### src/tmio_pkg.sv
// Purpose: constants for the channel 1/2 general register pin function block
// Assumes: 40 MHz mclk_i, plain register port with read data one cycle after the read strobe
// Notes: register offsets are indices on the plain port
// How it works
// - upper nibble picks B, lower picks A
// - codes 0000/0100 disable pin; reset 0000
// - top bit clear: compare; bit2 initial level
// - compare low bits 01 drive pin low
// - compare low bits 10 drive pin high
// - compare low bits 11 toggle pin
// - code 1000 captures on pin rising edge
// - code 1001 captures on pin falling edge
// - codes 101x capture on both pin edges
// - ch1 upper 11xx captures on ch0 reg C event
// - ch1 lower 11xx captures on ch0 reg A event
// - ch2 upper 11xx mirrors 10xx edge captures
// - ch2 lower 11xx mirrors 10xx edge captures
package tmio_pkg;
   localparam logic [2:0] TMIO_OFS_CH1_IO = 3'h0;
   localparam logic [2:0] TMIO_OFS_CH2_IO = 3'h1;
   localparam logic [2:0] TMIO_OFS_CH1_GRA = 3'h2;
   localparam logic [2:0] TMIO_OFS_CH1_GRB = 3'h3;
   localparam logic [2:0] TMIO_OFS_CH2_GRA = 3'h4;
   localparam logic [2:0] TMIO_OFS_CH2_GRB = 3'h5;
   localparam logic [7:0] TMIO_IO_RESET = 8'h00;
   localparam logic [15:0] TMIO_GR_RESET = 16'hFFFF;
   localparam int TMIO_FLD_B_LSB = 4;
   localparam int TMIO_FLD_A_LSB = 0;
   localparam int TMIO_BIT_CAPTURE = 3;
   localparam int TMIO_BIT_INIT = 2;
   localparam logic [1:0] TMIO_OC_NONE = 2'h0;
   localparam logic [1:0] TMIO_OC_LOW = 2'h1;
   localparam logic [1:0] TMIO_OC_HIGH = 2'h2;
   localparam logic [1:0] TMIO_OC_TOGGLE = 2'h3;
endpackage

### src/tmio_unit.sv
// Purpose: one general register with its pin function field
// Assumes: pin_i already synchronised; cnt_i on mclk_i
// Notes: chain_cap_i selects the other-channel source for codes 11xx
`timescale 1ns/100ps
`default_nettype none
module tmio_unit (
   input wire logic mclk_i,
   input wire logic rst_n_i,
   input wire logic [3:0] fld_i,
   input wire logic fld_wr_i,
   input wire logic chain_cap_i,
   input wire logic chain_evt_i,
   input wire logic pin_i,
   input wire logic [15:0] cnt_i,
   input wire logic gr_wr_i,
   input wire logic [15:0] gr_wdata_i,
   output logic [15:0] gr_o,
   output logic pin_o,
   output logic pin_oe_n_o,
   output logic event_o
);
   typedef struct packed {
      logic pin_d;
      logic pin_lvl;
      logic oe_n;
      logic evt;
      logic [15:0] gr;
   } tmio_unit_type;
   tmio_unit_type st_reg, st_next;
   logic rise, fall, cap_hit, match;
   always_comb begin
      st_next = st_reg;
      rise = pin_i & ~st_reg.pin_d;
      fall = ~pin_i & st_reg.pin_d;
      match = (cnt_i == st_reg.gr);
      cap_hit = 1'b0;
      st_next.pin_d = pin_i;
      st_next.evt = 1'b0;
      if (fld_i[tmio_pkg::TMIO_BIT_CAPTURE]) begin
         st_next.oe_n = 1'b1;
         if (chain_cap_i && fld_i[2]) begin
            cap_hit = chain_evt_i;
         end else if (fld_i[1]) begin
            cap_hit = rise | fall;
         end else if (fld_i[0]) begin
            cap_hit = fall;
         end else begin
            cap_hit = rise;
         end
         if (cap_hit) begin
            st_next.gr = cnt_i;
            st_next.evt = 1'b1;
         end
      end else begin
         st_next.oe_n = (fld_i[1:0] == tmio_pkg::TMIO_OC_NONE);
         if (fld_wr_i) begin
            st_next.pin_lvl = fld_i[tmio_pkg::TMIO_BIT_INIT];
         end else if (match) begin
            st_next.evt = 1'b1;
            unique case (fld_i[1:0])
               tmio_pkg::TMIO_OC_NONE: st_next.pin_lvl = st_reg.pin_lvl;
               tmio_pkg::TMIO_OC_LOW: st_next.pin_lvl = 1'b0;
               tmio_pkg::TMIO_OC_HIGH: st_next.pin_lvl = 1'b1;
               tmio_pkg::TMIO_OC_TOGGLE: st_next.pin_lvl = ~st_reg.pin_lvl;
            endcase
         end
      end
      // a software write wins over a capture in the same cycle
      if (gr_wr_i) begin
         st_next.gr = gr_wdata_i;
      end
   end
   always_ff @(posedge mclk_i or negedge rst_n_i) begin
      if (!rst_n_i) begin
         // idle pins sit at the pull-up level; a 1 here avoids a false rising edge after reset
         st_reg <= '{pin_d: 1'b1, pin_lvl: 1'b0, oe_n: 1'b1, evt: 1'b0, gr: tmio_pkg::TMIO_GR_RESET};
      end else begin
         st_reg <= st_next;
      end
   end
   assign gr_o = st_reg.gr;
   assign pin_o = st_reg.pin_lvl;
   assign pin_oe_n_o = st_reg.oe_n;
   assign event_o = st_reg.evt;

   capture_rise_a: assert property (
      @(posedge mclk_i) disable iff (!rst_n_i)
      (fld_i == 4'h8 && !fld_wr_i && rise && !gr_wr_i) |=> (st_reg.gr == $past(cnt_i)))
      else $error("rising edge capture did not load the counter");
   capture_fall_a: assert property (
      @(posedge mclk_i) disable iff (!rst_n_i)
      (fld_i == 4'h9 && rise && !gr_wr_i && $stable(st_reg.gr)) |=> (st_reg.gr == $past(st_reg.gr)))
      else $error("falling edge mode captured on a rising edge");
   out_disable_a: assert property (
      @(posedge mclk_i) disable iff (!rst_n_i)
      (fld_i[3] == 1'b0 && fld_i[1:0] == 2'h0) |=> pin_oe_n_o)
      else $error("pin driven while output disabled");
   match_low_a: assert property (
      @(posedge mclk_i) disable iff (!rst_n_i)
      (fld_i[3] == 1'b0 && fld_i[1:0] == 2'h1 && match && !fld_wr_i) |=> !pin_o)
      else $error("compare match did not drive pin low");
   match_high_a: assert property (
      @(posedge mclk_i) disable iff (!rst_n_i)
      (fld_i[3] == 1'b0 && fld_i[1:0] == 2'h2 && match && !fld_wr_i) |=> pin_o)
      else $error("compare match did not drive pin high");
   match_toggle_a: assert property (
      @(posedge mclk_i) disable iff (!rst_n_i)
      (fld_i[3] == 1'b0 && fld_i[1:0] == 2'h3 && match && !fld_wr_i) |=> (pin_o != $past(pin_o)))
      else $error("compare match did not toggle pin");
   init_level_a: assert property (
      @(posedge mclk_i) disable iff (!rst_n_i)
      (fld_wr_i && !fld_i[3]) |=> (pin_o == $past(fld_i[2])))
      else $error("initial pin level not taken from field");
endmodule
`default_nettype wire

### src/tmio_top.sv
// Purpose: pin function control for the two general registers of channels 1 and 2
// Assumes: counters and channel 0 events come from the enclosing timer on mclk_i
// Notes: pins are two-way; oe_n low means this block drives the pin
`timescale 1ns/100ps
`default_nettype none
module tmio_top (
   input wire logic mclk_i,
   input wire logic rst_n_i,
   input wire logic [2:0] addr_i,
   input wire logic [15:0] wdata_i,
   input wire logic wr_i,
   input wire logic rd_i,
   output logic [15:0] rdata_o,
   input wire logic [15:0] ch1_cnt_i,
   input wire logic [15:0] ch2_cnt_i,
   input wire logic ch0_reg_a_evt_i,
   input wire logic ch0_reg_c_evt_i,
   input wire logic ch1_pin_a_i,
   input wire logic ch1_pin_b_i,
   input wire logic ch2_pin_a_i,
   input wire logic ch2_pin_b_i,
   output logic ch1_pin_a_o,
   output logic ch1_pin_b_o,
   output logic ch2_pin_a_o,
   output logic ch2_pin_b_o,
   output logic ch1_pin_a_oe_n_o,
   output logic ch1_pin_b_oe_n_o,
   output logic ch2_pin_a_oe_n_o,
   output logic ch2_pin_b_oe_n_o,
   output logic [3:0] capture_evt_o
);
   typedef struct packed {
      logic [7:0] io1;
      logic [7:0] io2;
      logic [3:0] sync1;
      logic [3:0] sync2;
      logic [3:0] pin_prev;
      logic [15:0] rdata;
   } tmio_top_type;
   tmio_top_type st_reg, st_next;
   logic [15:0] gr [4];
   logic [3:0] pin_lvl, oe_n, evt;
   logic [3:0] fld [4];
   logic [3:0] fld_wr;
   logic [3:0] gr_wr;
   logic [3:0] chain_cap;
   logic [3:0] chain_evt;
   logic [15:0] cnt [4];
   logic [3:0] pin_rise;
   logic [3:0] pin_fall;
   // one decoder for every write strobe keeps the register map in one place
   function automatic logic wr_hit(input logic wr, input logic [2:0] addr, input logic [2:0] ofs);
      return wr && (addr == ofs);
   endfunction
   always_comb begin
      st_next = st_reg;
      // pins pass two flip-flops before any logic looks at them
      st_next.sync1 = {ch2_pin_b_i, ch2_pin_a_i, ch1_pin_b_i, ch1_pin_a_i};
      st_next.sync2 = st_reg.sync1;
      st_next.pin_prev = st_reg.sync2;
      st_next.rdata = 16'h0000;
      if (wr_hit(wr_i, addr_i, tmio_pkg::TMIO_OFS_CH1_IO)) begin
         st_next.io1 = wdata_i[7:0];
      end
      if (wr_hit(wr_i, addr_i, tmio_pkg::TMIO_OFS_CH2_IO)) begin
         st_next.io2 = wdata_i[7:0];
      end
      if (rd_i) begin
         unique case (addr_i)
            tmio_pkg::TMIO_OFS_CH1_IO: st_next.rdata = {8'h00, st_reg.io1};
            tmio_pkg::TMIO_OFS_CH2_IO: st_next.rdata = {8'h00, st_reg.io2};
            tmio_pkg::TMIO_OFS_CH1_GRA: st_next.rdata = gr[0];
            tmio_pkg::TMIO_OFS_CH1_GRB: st_next.rdata = gr[1];
            tmio_pkg::TMIO_OFS_CH2_GRA: st_next.rdata = gr[2];
            tmio_pkg::TMIO_OFS_CH2_GRB: st_next.rdata = gr[3];
            default: st_next.rdata = 16'h0000;
         endcase
      end
   end
   always_ff @(posedge mclk_i or negedge rst_n_i) begin
      if (!rst_n_i) begin
         st_reg <= '{io1: tmio_pkg::TMIO_IO_RESET, io2: tmio_pkg::TMIO_IO_RESET,
                     sync1: 4'hF, sync2: 4'hF, pin_prev: 4'hF, rdata: 16'h0000};
      end else begin
         st_reg <= st_next;
      end
   end
   // unit order: ch1 A, ch1 B, ch2 A, ch2 B
   always_comb begin
      // units see the field being written, so the initial level comes from the new code
      fld[0] = st_next.io1[tmio_pkg::TMIO_FLD_A_LSB +: 4];
      fld[1] = st_next.io1[tmio_pkg::TMIO_FLD_B_LSB +: 4];
      fld[2] = st_next.io2[tmio_pkg::TMIO_FLD_A_LSB +: 4];
      fld[3] = st_next.io2[tmio_pkg::TMIO_FLD_B_LSB +: 4];
      fld_wr[0] = wr_hit(wr_i, addr_i, tmio_pkg::TMIO_OFS_CH1_IO);
      fld_wr[1] = fld_wr[0];
      fld_wr[2] = wr_hit(wr_i, addr_i, tmio_pkg::TMIO_OFS_CH2_IO);
      fld_wr[3] = fld_wr[2];
      gr_wr[0] = wr_hit(wr_i, addr_i, tmio_pkg::TMIO_OFS_CH1_GRA);
      gr_wr[1] = wr_hit(wr_i, addr_i, tmio_pkg::TMIO_OFS_CH1_GRB);
      gr_wr[2] = wr_hit(wr_i, addr_i, tmio_pkg::TMIO_OFS_CH2_GRA);
      gr_wr[3] = wr_hit(wr_i, addr_i, tmio_pkg::TMIO_OFS_CH2_GRB);
      // channel 2 has no chained source, so 11xx falls back to pin edges
      chain_cap = 4'b0011;
      chain_evt = {2'b00, ch0_reg_c_evt_i, ch0_reg_a_evt_i};
      cnt[0] = ch1_cnt_i;
      cnt[1] = ch1_cnt_i;
      cnt[2] = ch2_cnt_i;
      cnt[3] = ch2_cnt_i;
   end
   for (genvar i = 0; i < 4; i++) begin : g_unit
      tmio_unit u_unit (
         .mclk_i(mclk_i),
         .rst_n_i(rst_n_i),
         .fld_i(fld[i]),
         .fld_wr_i(fld_wr[i]),
         .chain_cap_i(chain_cap[i]),
         .chain_evt_i(chain_evt[i]),
         .pin_i(st_reg.sync2[i]),
         .cnt_i(cnt[i]),
         .gr_wr_i(gr_wr[i]),
         .gr_wdata_i(wdata_i),
         .gr_o(gr[i]),
         .pin_o(pin_lvl[i]),
         .pin_oe_n_o(oe_n[i]),
         .event_o(evt[i])
      );
   end
   assign rdata_o = st_reg.rdata;
   assign ch1_pin_a_o = pin_lvl[0];
   assign ch1_pin_b_o = pin_lvl[1];
   assign ch2_pin_a_o = pin_lvl[2];
   assign ch2_pin_b_o = pin_lvl[3];
   assign ch1_pin_a_oe_n_o = oe_n[0];
   assign ch1_pin_b_oe_n_o = oe_n[1];
   assign ch2_pin_a_oe_n_o = oe_n[2];
   assign ch2_pin_b_oe_n_o = oe_n[3];
   assign capture_evt_o = evt;
   // same edge view as the units, for the checks below
   assign pin_rise = st_reg.sync2 & ~st_reg.pin_prev;
   assign pin_fall = ~st_reg.sync2 & st_reg.pin_prev;

   // register port
   field_reset_a: assert property (
      @(posedge mclk_i) disable iff (!rst_n_i)
      $rose(rst_n_i)
      |-> (st_reg.io1 == tmio_pkg::TMIO_IO_RESET))
      else $error("ch1 io control not cleared by reset");

   field_reset2_a: assert property (
      @(posedge mclk_i) disable iff (!rst_n_i)
      $rose(rst_n_i)
      |-> (st_reg.io2 == tmio_pkg::TMIO_IO_RESET))
      else $error("ch2 io control not cleared by reset");

   write_io1_a: assert property (
      @(posedge mclk_i) disable iff (!rst_n_i)
      (wr_i && addr_i == tmio_pkg::TMIO_OFS_CH1_IO)
      |=> (st_reg.io1 == $past(wdata_i[7:0])))
      else $error("ch1 io control write lost");

   write_io2_a: assert property (
      @(posedge mclk_i) disable iff (!rst_n_i)
      (wr_i && addr_i == tmio_pkg::TMIO_OFS_CH2_IO)
      |=> (st_reg.io2 == $past(wdata_i[7:0])))
      else $error("ch2 io control write lost");

   read_io1_a: assert property (
      @(posedge mclk_i) disable iff (!rst_n_i)
      (rd_i && addr_i == tmio_pkg::TMIO_OFS_CH1_IO)
      |=> (rdata_o == {8'h00, $past(st_reg.io1)}))
      else $error("ch1 io control read wrong");

   read_io2_a: assert property (
      @(posedge mclk_i) disable iff (!rst_n_i)
      (rd_i && addr_i == tmio_pkg::TMIO_OFS_CH2_IO)
      |=> (rdata_o == {8'h00, $past(st_reg.io2)}))
      else $error("ch2 io control read wrong");

   read_gr_a: assert property (
      @(posedge mclk_i) disable iff (!rst_n_i)
      (rd_i && addr_i == tmio_pkg::TMIO_OFS_CH1_GRA)
      |=> (rdata_o == $past(gr[0])))
      else $error("ch1 register A read wrong");

   read_grb_a: assert property (
      @(posedge mclk_i) disable iff (!rst_n_i)
      (rd_i && addr_i == tmio_pkg::TMIO_OFS_CH2_GRB)
      |=> (rdata_o == $past(gr[3])))
      else $error("ch2 register B read wrong");

   read_idle_a: assert property (
      @(posedge mclk_i) disable iff (!rst_n_i)
      !rd_i
      |=> (rdata_o == 16'h0000))
      else $error("read data not zero outside a read");

   unmapped_read_a: assert property (
      @(posedge mclk_i) disable iff (!rst_n_i)
      (rd_i && addr_i > tmio_pkg::TMIO_OFS_CH2_GRB)
      |=> (rdata_o == 16'h0000))
      else $error("unmapped index did not read zero");

   // channel 0 chaining
   chain_c_a: assert property (
      @(posedge mclk_i) disable iff (!rst_n_i)
      (st_reg.io1[7:6] == 2'h3 && ch0_reg_c_evt_i && !gr_wr[1] && !fld_wr[1])
      |=> (gr[1] == $past(ch1_cnt_i)))
      else $error("ch1 register B missed channel 0 event");

   chain_a_a: assert property (
      @(posedge mclk_i) disable iff (!rst_n_i)
      (st_reg.io1[3:2] == 2'h3 && ch0_reg_a_evt_i && !gr_wr[0] && !fld_wr[0])
      |=> (gr[0] == $past(ch1_cnt_i)))
      else $error("ch1 register A missed channel 0 event");

   chain_c_idle_a: assert property (
      @(posedge mclk_i) disable iff (!rst_n_i)
      (st_reg.io1[7:6] == 2'h3 && !ch0_reg_c_evt_i && !gr_wr[1] && !fld_wr[1])
      |=> $stable(gr[1]))
      else $error("ch1 register B captured with no channel 0 event");

   chain_a_idle_a: assert property (
      @(posedge mclk_i) disable iff (!rst_n_i)
      (st_reg.io1[3:2] == 2'h3 && !ch0_reg_a_evt_i && !gr_wr[0] && !fld_wr[0])
      |=> $stable(gr[0]))
      else $error("ch1 register A captured with no channel 0 event");

   chain_event_a: assert property (
      @(posedge mclk_i) disable iff (!rst_n_i)
      (st_reg.io1[7:6] == 2'h3 && ch0_reg_c_evt_i && !fld_wr[1])
      |=> capture_evt_o[1])
      else $error("ch1 register B capture gave no event");

   // channel 2 pin captures
   ch2_both_a: assert property (
      @(posedge mclk_i) disable iff (!rst_n_i)
      (st_reg.io2[3:1] == 3'h7 && (pin_rise[2] || pin_fall[2]) && !fld_wr[2] && !gr_wr[2])
      |=> (gr[2] == $past(ch2_cnt_i)))
      else $error("ch2 register A missed an edge");

   ch2b_both_a: assert property (
      @(posedge mclk_i) disable iff (!rst_n_i)
      (st_reg.io2[7:5] == 3'h7 && (pin_rise[3] || pin_fall[3]) && !fld_wr[3] && !gr_wr[3])
      |=> (gr[3] == $past(ch2_cnt_i)))
      else $error("ch2 register B missed an edge");

   ch2a_rise_a: assert property (
      @(posedge mclk_i) disable iff (!rst_n_i)
      (st_reg.io2[3:0] == 4'hC && pin_rise[2] && !fld_wr[2] && !gr_wr[2])
      |=> (gr[2] == $past(ch2_cnt_i)))
      else $error("ch2 register A missed a rising edge");

   ch2b_rise_a: assert property (
      @(posedge mclk_i) disable iff (!rst_n_i)
      (st_reg.io2[7:4] == 4'hC && pin_rise[3] && !fld_wr[3] && !gr_wr[3])
      |=> (gr[3] == $past(ch2_cnt_i)))
      else $error("ch2 register B missed a rising edge");

   ch2a_fall_a: assert property (
      @(posedge mclk_i) disable iff (!rst_n_i)
      (st_reg.io2[3:0] == 4'hD && pin_fall[2] && !fld_wr[2] && !gr_wr[2])
      |=> (gr[2] == $past(ch2_cnt_i)))
      else $error("ch2 register A missed a falling edge");

   ch2b_fall_a: assert property (
      @(posedge mclk_i) disable iff (!rst_n_i)
      (st_reg.io2[7:4] == 4'hD && pin_fall[3] && !fld_wr[3] && !gr_wr[3])
      |=> (gr[3] == $past(ch2_cnt_i)))
      else $error("ch2 register B missed a falling edge");

   // pin drive and release
   ch1a_drive_a: assert property (
      @(posedge mclk_i) disable iff (!rst_n_i)
      (!st_reg.io1[3] && st_reg.io1[1:0] != 2'h0 && !fld_wr[0])
      |=> !ch1_pin_a_oe_n_o)
      else $error("ch1 pin A not driven in compare mode");

   ch1b_drive_a: assert property (
      @(posedge mclk_i) disable iff (!rst_n_i)
      (!st_reg.io1[7] && st_reg.io1[5:4] != 2'h0 && !fld_wr[1])
      |=> !ch1_pin_b_oe_n_o)
      else $error("ch1 pin B not driven in compare mode");

   ch1a_release_a: assert property (
      @(posedge mclk_i) disable iff (!rst_n_i)
      (st_reg.io1[3] && !fld_wr[0])
      |=> ch1_pin_a_oe_n_o)
      else $error("ch1 pin A driven in capture mode");

   ch1b_release_a: assert property (
      @(posedge mclk_i) disable iff (!rst_n_i)
      (st_reg.io1[7] && !fld_wr[1])
      |=> ch1_pin_b_oe_n_o)
      else $error("ch1 pin B driven in capture mode");

   ch2a_release_a: assert property (
      @(posedge mclk_i) disable iff (!rst_n_i)
      (st_reg.io2[3] && !fld_wr[2])
      |=> ch2_pin_a_oe_n_o)
      else $error("ch2 pin A driven in capture mode");

   ch2b_release_a: assert property (
      @(posedge mclk_i) disable iff (!rst_n_i)
      (st_reg.io2[7] && !fld_wr[3])
      |=> ch2_pin_b_oe_n_o)
      else $error("ch2 pin B driven in capture mode");

   // compare outputs
   compare_event_a: assert property (
      @(posedge mclk_i) disable iff (!rst_n_i)
      (!st_reg.io1[3] && gr[0] == ch1_cnt_i && !fld_wr[0])
      |=> capture_evt_o[0])
      else $error("ch1 register A match gave no event");

   ch2a_low_a: assert property (
      @(posedge mclk_i) disable iff (!rst_n_i)
      (!st_reg.io2[3] && st_reg.io2[1:0] == 2'h1 && gr[2] == ch2_cnt_i && !fld_wr[2])
      |=> !ch2_pin_a_o)
      else $error("ch2 pin A not driven low on match");

   ch2b_high_a: assert property (
      @(posedge mclk_i) disable iff (!rst_n_i)
      (!st_reg.io2[7] && st_reg.io2[5:4] == 2'h2 && gr[3] == ch2_cnt_i && !fld_wr[3])
      |=> ch2_pin_b_o)
      else $error("ch2 pin B not driven high on match");

   ch1b_toggle_a: assert property (
      @(posedge mclk_i) disable iff (!rst_n_i)
      (!st_reg.io1[7] && st_reg.io1[5:4] == 2'h3 && gr[1] == ch1_cnt_i && !fld_wr[1])
      |=> (ch1_pin_b_o != $past(ch1_pin_b_o)))
      else $error("ch1 pin B not toggled on match");

   hold_level_a: assert property (
      @(posedge mclk_i) disable iff (!rst_n_i)
      (!st_reg.io1[3] && st_reg.io1[1:0] == 2'h0 && !fld_wr[0])
      |=> $stable(ch1_pin_a_o))
      else $error("ch1 pin A level moved while output disabled");

   ch2_init_a: assert property (
      @(posedge mclk_i) disable iff (!rst_n_i)
      (fld_wr[2] && !wdata_i[3])
      |=> (ch2_pin_a_o == $past(wdata_i[2])))
      else $error("ch2 pin A initial level not taken");
endmodule
`default_nettype wire

### config.mk
export PLATFORM = sky130hd
export DESIGN_NAME = tmio_top
export DESIGN_NICKNAME = d
export VERILOG_FILES = /design/src/tmio_pkg.sv /design/src/tmio_unit.sv /design/src/tmio_top.sv
export SDC_FILE = /design/constraint.sdc
export NUM_CORES = 1
export LEC_CHECK = 0
export BUFFER_PORTS_ARGS = -buffer_cell sky130_fd_sc_hd__buf_2
export CORE_MARGIN = 5
export CORE_UTILIZATION = 59
export CTS_BUF_LIST = sky130_fd_sc_hd__clkbuf_2
export DETAILED_ROUTE_END_ITERATION = 6
export GPL_ROUTABILITY_DRIVEN = 0
export PLACE_DENSITY = 0.8
export SYNTH_ARGS = -nofsm -noshare
export SYNTH_HDL_FRONTEND = slang
export SYNTH_HIERARCHICAL = 1
export SYNTH_SLANG_ARGS = --single-unit
### constraint.sdc
create_clock -name mclk_i -period 2.2 [get_ports mclk_i]
set_input_delay 0.22 -clock mclk_i [delete_from_list [all_inputs] [get_ports mclk_i]]
set_output_delay 0.22 -clock mclk_i [all_outputs]
set_load 0.01 [all_outputs]
==> results.yml <==
die:
  x_dimension_of_the_die_um: 124
  fp.dieH_um: 124
  die_outline_area_um2: 15400
  floorplan.initialDensity_pct: 60.5
  fp-row-count: 41
  io_pins: 89
  placeableCoreArea_um2: 12700
drt:
  detail_route.iter0.violations: 555
  antenna_violating_nets_post_route: 0
  vias_per_cell: 5.74
  drt_pre_antenna_iters: 5
  route.vias.total: 5989
  drt_drc_violations_left: 0
  drt-total-wl_mm: 20.1
  wl_per_cell_um: 19.3
yosys:
  synth_edf_count: 0
  synth_flop_cell: "sky130_fd_sc_hd__dfstp_2"
  ys_top_cells_by_count: "sky130_fd_sc_hd__a21oi_1, sky130_fd_sc_hd__buf_4, sky130_fd_sc_hd__dfstp_2"
  synth.top_cells.by_area: "sky130_fd_sc_hd__dfstp_2, sky130_fd_sc_hd__dfrtp_1, sky130_fd_sc_hd__buf_4, sky130_fd_sc_hd__xor2_1, sky130_fd_sc_hd__a21oi_1"
  ys_seq_elements: 120
  share_of_synthesized_area_occupied_by_flip_flops_and_latches_pct: 40.5
  netlist.area_leader.share_pct: 27.4
  ys_warn_count: 6
  avgSynthCellArea_um2: 10.1
  netlist_area_um2: 7660
  post_syn_instances: 760
  post-synth-top-count-cell: "sky130_fd_sc_hd__a21oi_1"
  async_flop_share_pct: 100
  synth_area_leader_cell: "sky130_fd_sc_hd__dfstp_2"
  count_of_unique_library_cells_instantiated_by_yosys: 43
cts:
  cts_buffer_depth: 2
  cts_setup_buffers: 0
  numCtsBuffers: 17
  path_clk_slew_ns: 0.16
  insertion_delay_ns: 0.73
  hold_buf_count_cts: 56
  cts_h_tree_lvls: 4
  tritoncts: "yes"
  ctsResizeCount: 0
  ctsRootBufferMaster: "sky130_fd_sc_hd__clkbuf_2"
  cts.sinks: 120
power:
  powerDensity_nw_per_um2: 980
  power.share.switching_pct: 37.2
  sequentialPowerShare_pct: 49.0
  total_power_mw: 8.56
  power.internal_mw: 5.37
  power.share.combinational_pct: 35.4
  worst_ir_drop_vdd_mv: 0.467
  share_clk_of_total_power_pct: 15.6
  netSwitchingPower_mw: 3.19
  leakage_nw: 3.91
setup_path:
  critical_path_depth: 7
  critPathRequiredTime_ns: 2.84
  worst_path_dominant_cell_family: "compound AO/OA/AOI/OAI gates"
  crit_path_top_delay_cell: "sky130_fd_sc_hd__dfstp_2"
  crit_path_max_incr_delay_ns: 0.57
  worstPathMaxFanout: 16
  r2r_cells: 7
  endpoint_kind: "flop"
  startpoint_type: "flop"
  cp_arrival_ns: 2.66
  crit_type: "flop to flop"
  cp_num_buf_inv: 1
  crit_chain: "inv_1 > ha_1 > a22oi_1 > o21a_4 > o21a_4 > a21oi_1 > a21oi_1"
global_routing:
  grt_overflow_total: 0
  grt_pass1_vias: 6094
  grt_first_pass_wirelength_mm: 31.5
  grt.total_usage_pct: 27.4
  grt_start_max_net_pins: 76
  antenna_found_initial: 0
timing:
  max_freq_mhz: 496
  layout_min_cycle_time_ns: 2.02
  finalHoldViolations: 0
  rsz0062_at_grt: "no"
  final-max-slew-violation-count: 0
  layout_worst_path_cycle_share_pct: 91.7
  transition_time_at_the_pin_with_the_least_slew_margin_ns: 0.505
  finalSetupViolations: 0
  slew_headroom_pct: 66.0
  finClkSkew_ns: 0.0196
place:
  dp_cells: 954
  dpl_cell_area_um2: 7950
  numPortBuffers: 88
  detailed_place_hpwl_mm: 14.2
status:
  run_status: "finished clean"
layout:
  layoutNonFillerInstCount: 1043
  drive_gt1_share_pct: 36.5
  n_antenna_cell: 0
  num-nets-final: 927
  max_ffs_per_register: 64
  area_growth_syn_to_fin_pct: 14.0
  post_route_design_area_um2: 8730
  final_core_util_pct: 68.9
job:
  drv.max_cap_violation_count: 0
worst_hold_path:
  min-delay-path-class: "primary input to flop"
  whs_path_depth: 4
==> power groups by stage <==
stage	clock network, mW	registers [mW]	logic, mW
after CTS	1.37	4.18	3.00
after global placement	0	4.16	2.78
final	1.34	4.19	3.02
after global routing	1.50	4.28	3.31
after floorplan	0	4.00	2.87
after detailed placement	0	4.22	2.90
==> layer usage <==
metal	global-route usage [%]	wire, um	up-vias	share of wire [%]
li1	-	-	2729	-
met1	34.0	8090	2933	40
met2	43.5	9490	260	47
met3	6.09	1350	67	6.7
met4	17.0	1170	0	5.8
met5	0	0	-	0
==> area by class of cell <==
type	count	area [um2]
inverters	10	37.5
well taps	172	215
fillers	977	3940
multi-input cells	527	3790
clock inverters	12	110
clock buffers	20	100
flip-flops and latches	120	3100
repair buffers	182	1380
==> placed cells by master, fill, tap and decap left out, types with 11 or more instances in the layout <==
cell type,count
sky130_fd_sc_hd__xor2_1,64
sky130_fd_sc_hd__buf_4,31
sky130_fd_sc_hd__dfstp_2,80
sky130_fd_sc_hd__dlygate4sd3_1,57
sky130_fd_sc_hd__nor2b_1,64
sky130_fd_sc_hd__buf_2,87
sky130_fd_sc_hd__nand2_1,72
sky130_fd_sc_hd__mux2_4,11
sky130_fd_sc_hd__nor4_1,16
sky130_fd_sc_hd__dfrtp_1,40
sky130_fd_sc_hd__a21oi_2,40
sky130_fd_sc_hd__a21oi_1,94
sky130_fd_sc_hd__and3_1,11
sky130_fd_sc_hd__mux2i_1,29
sky130_fd_sc_hd__clkbuf_2,20
sky130_fd_sc_hd__mux2_2,14
==> worst reg2reg max path: cells and delay by family, from the launching register on <==
family / cells / cell delay [ns]
AO/OA/AOI/OAI: 5 / 1.06
adder cells (fa/ha/maj): 1 / 0.29
buffers and inverters: 1 / 0.05
flip-flops: 1 / 0.57
==> path summary, 6_finish.rpt <==
path                                             startpoint  slack [ns]                       end
min in group asynchronous                           rst_n_i        0.55                rdata_o[3]
worst max-delay path            g_unit[0].u_unit/st_reg[19]        0.18  g_unit[0].u_unit/gr_o[5]
max in group asynchronous                           rst_n_i        0.78               st_next[19]
worst min register to register                  st_next[20]        0.37               st_next[16]
worst max register to register  g_unit[0].u_unit/st_reg[19]        0.18  g_unit[0].u_unit/gr_o[5]
worst min-delay path                              addr_i[1]        0.12                st_reg[38]
==> through the flow <==
stage / setup WS (ns) / TNS, ns / hold slack (ns)
3_5_place_dp: -0.165 / -6.59 / 0.234
5_1_grt: 0.0620 / 0 / 0.0426
3_3_place_gp: -0.0913 / -3.60 / 0.235
6_report: 0.183 / 0 / 0.121
4_1_cts: 0.198 / 0 / 0.0168
2_1_floorplan: -0.134 / -3.22 / -0.0756
==> cells by family (layout without fill, tap and decap cells) <==
logic type	Yosys count	after routing	synth area share, %
other cells	2	10	0.0980
fa+ha+maj	8	8	1.31
mux	59	59	8.54
xor+xnor	64	64	7.31
buf+inv	121	224	11.1
compound gates	188	188	17.5
simple gates	198	198	13.7
flops	120	120	40.5
Power figures use the tool's default switching activity.
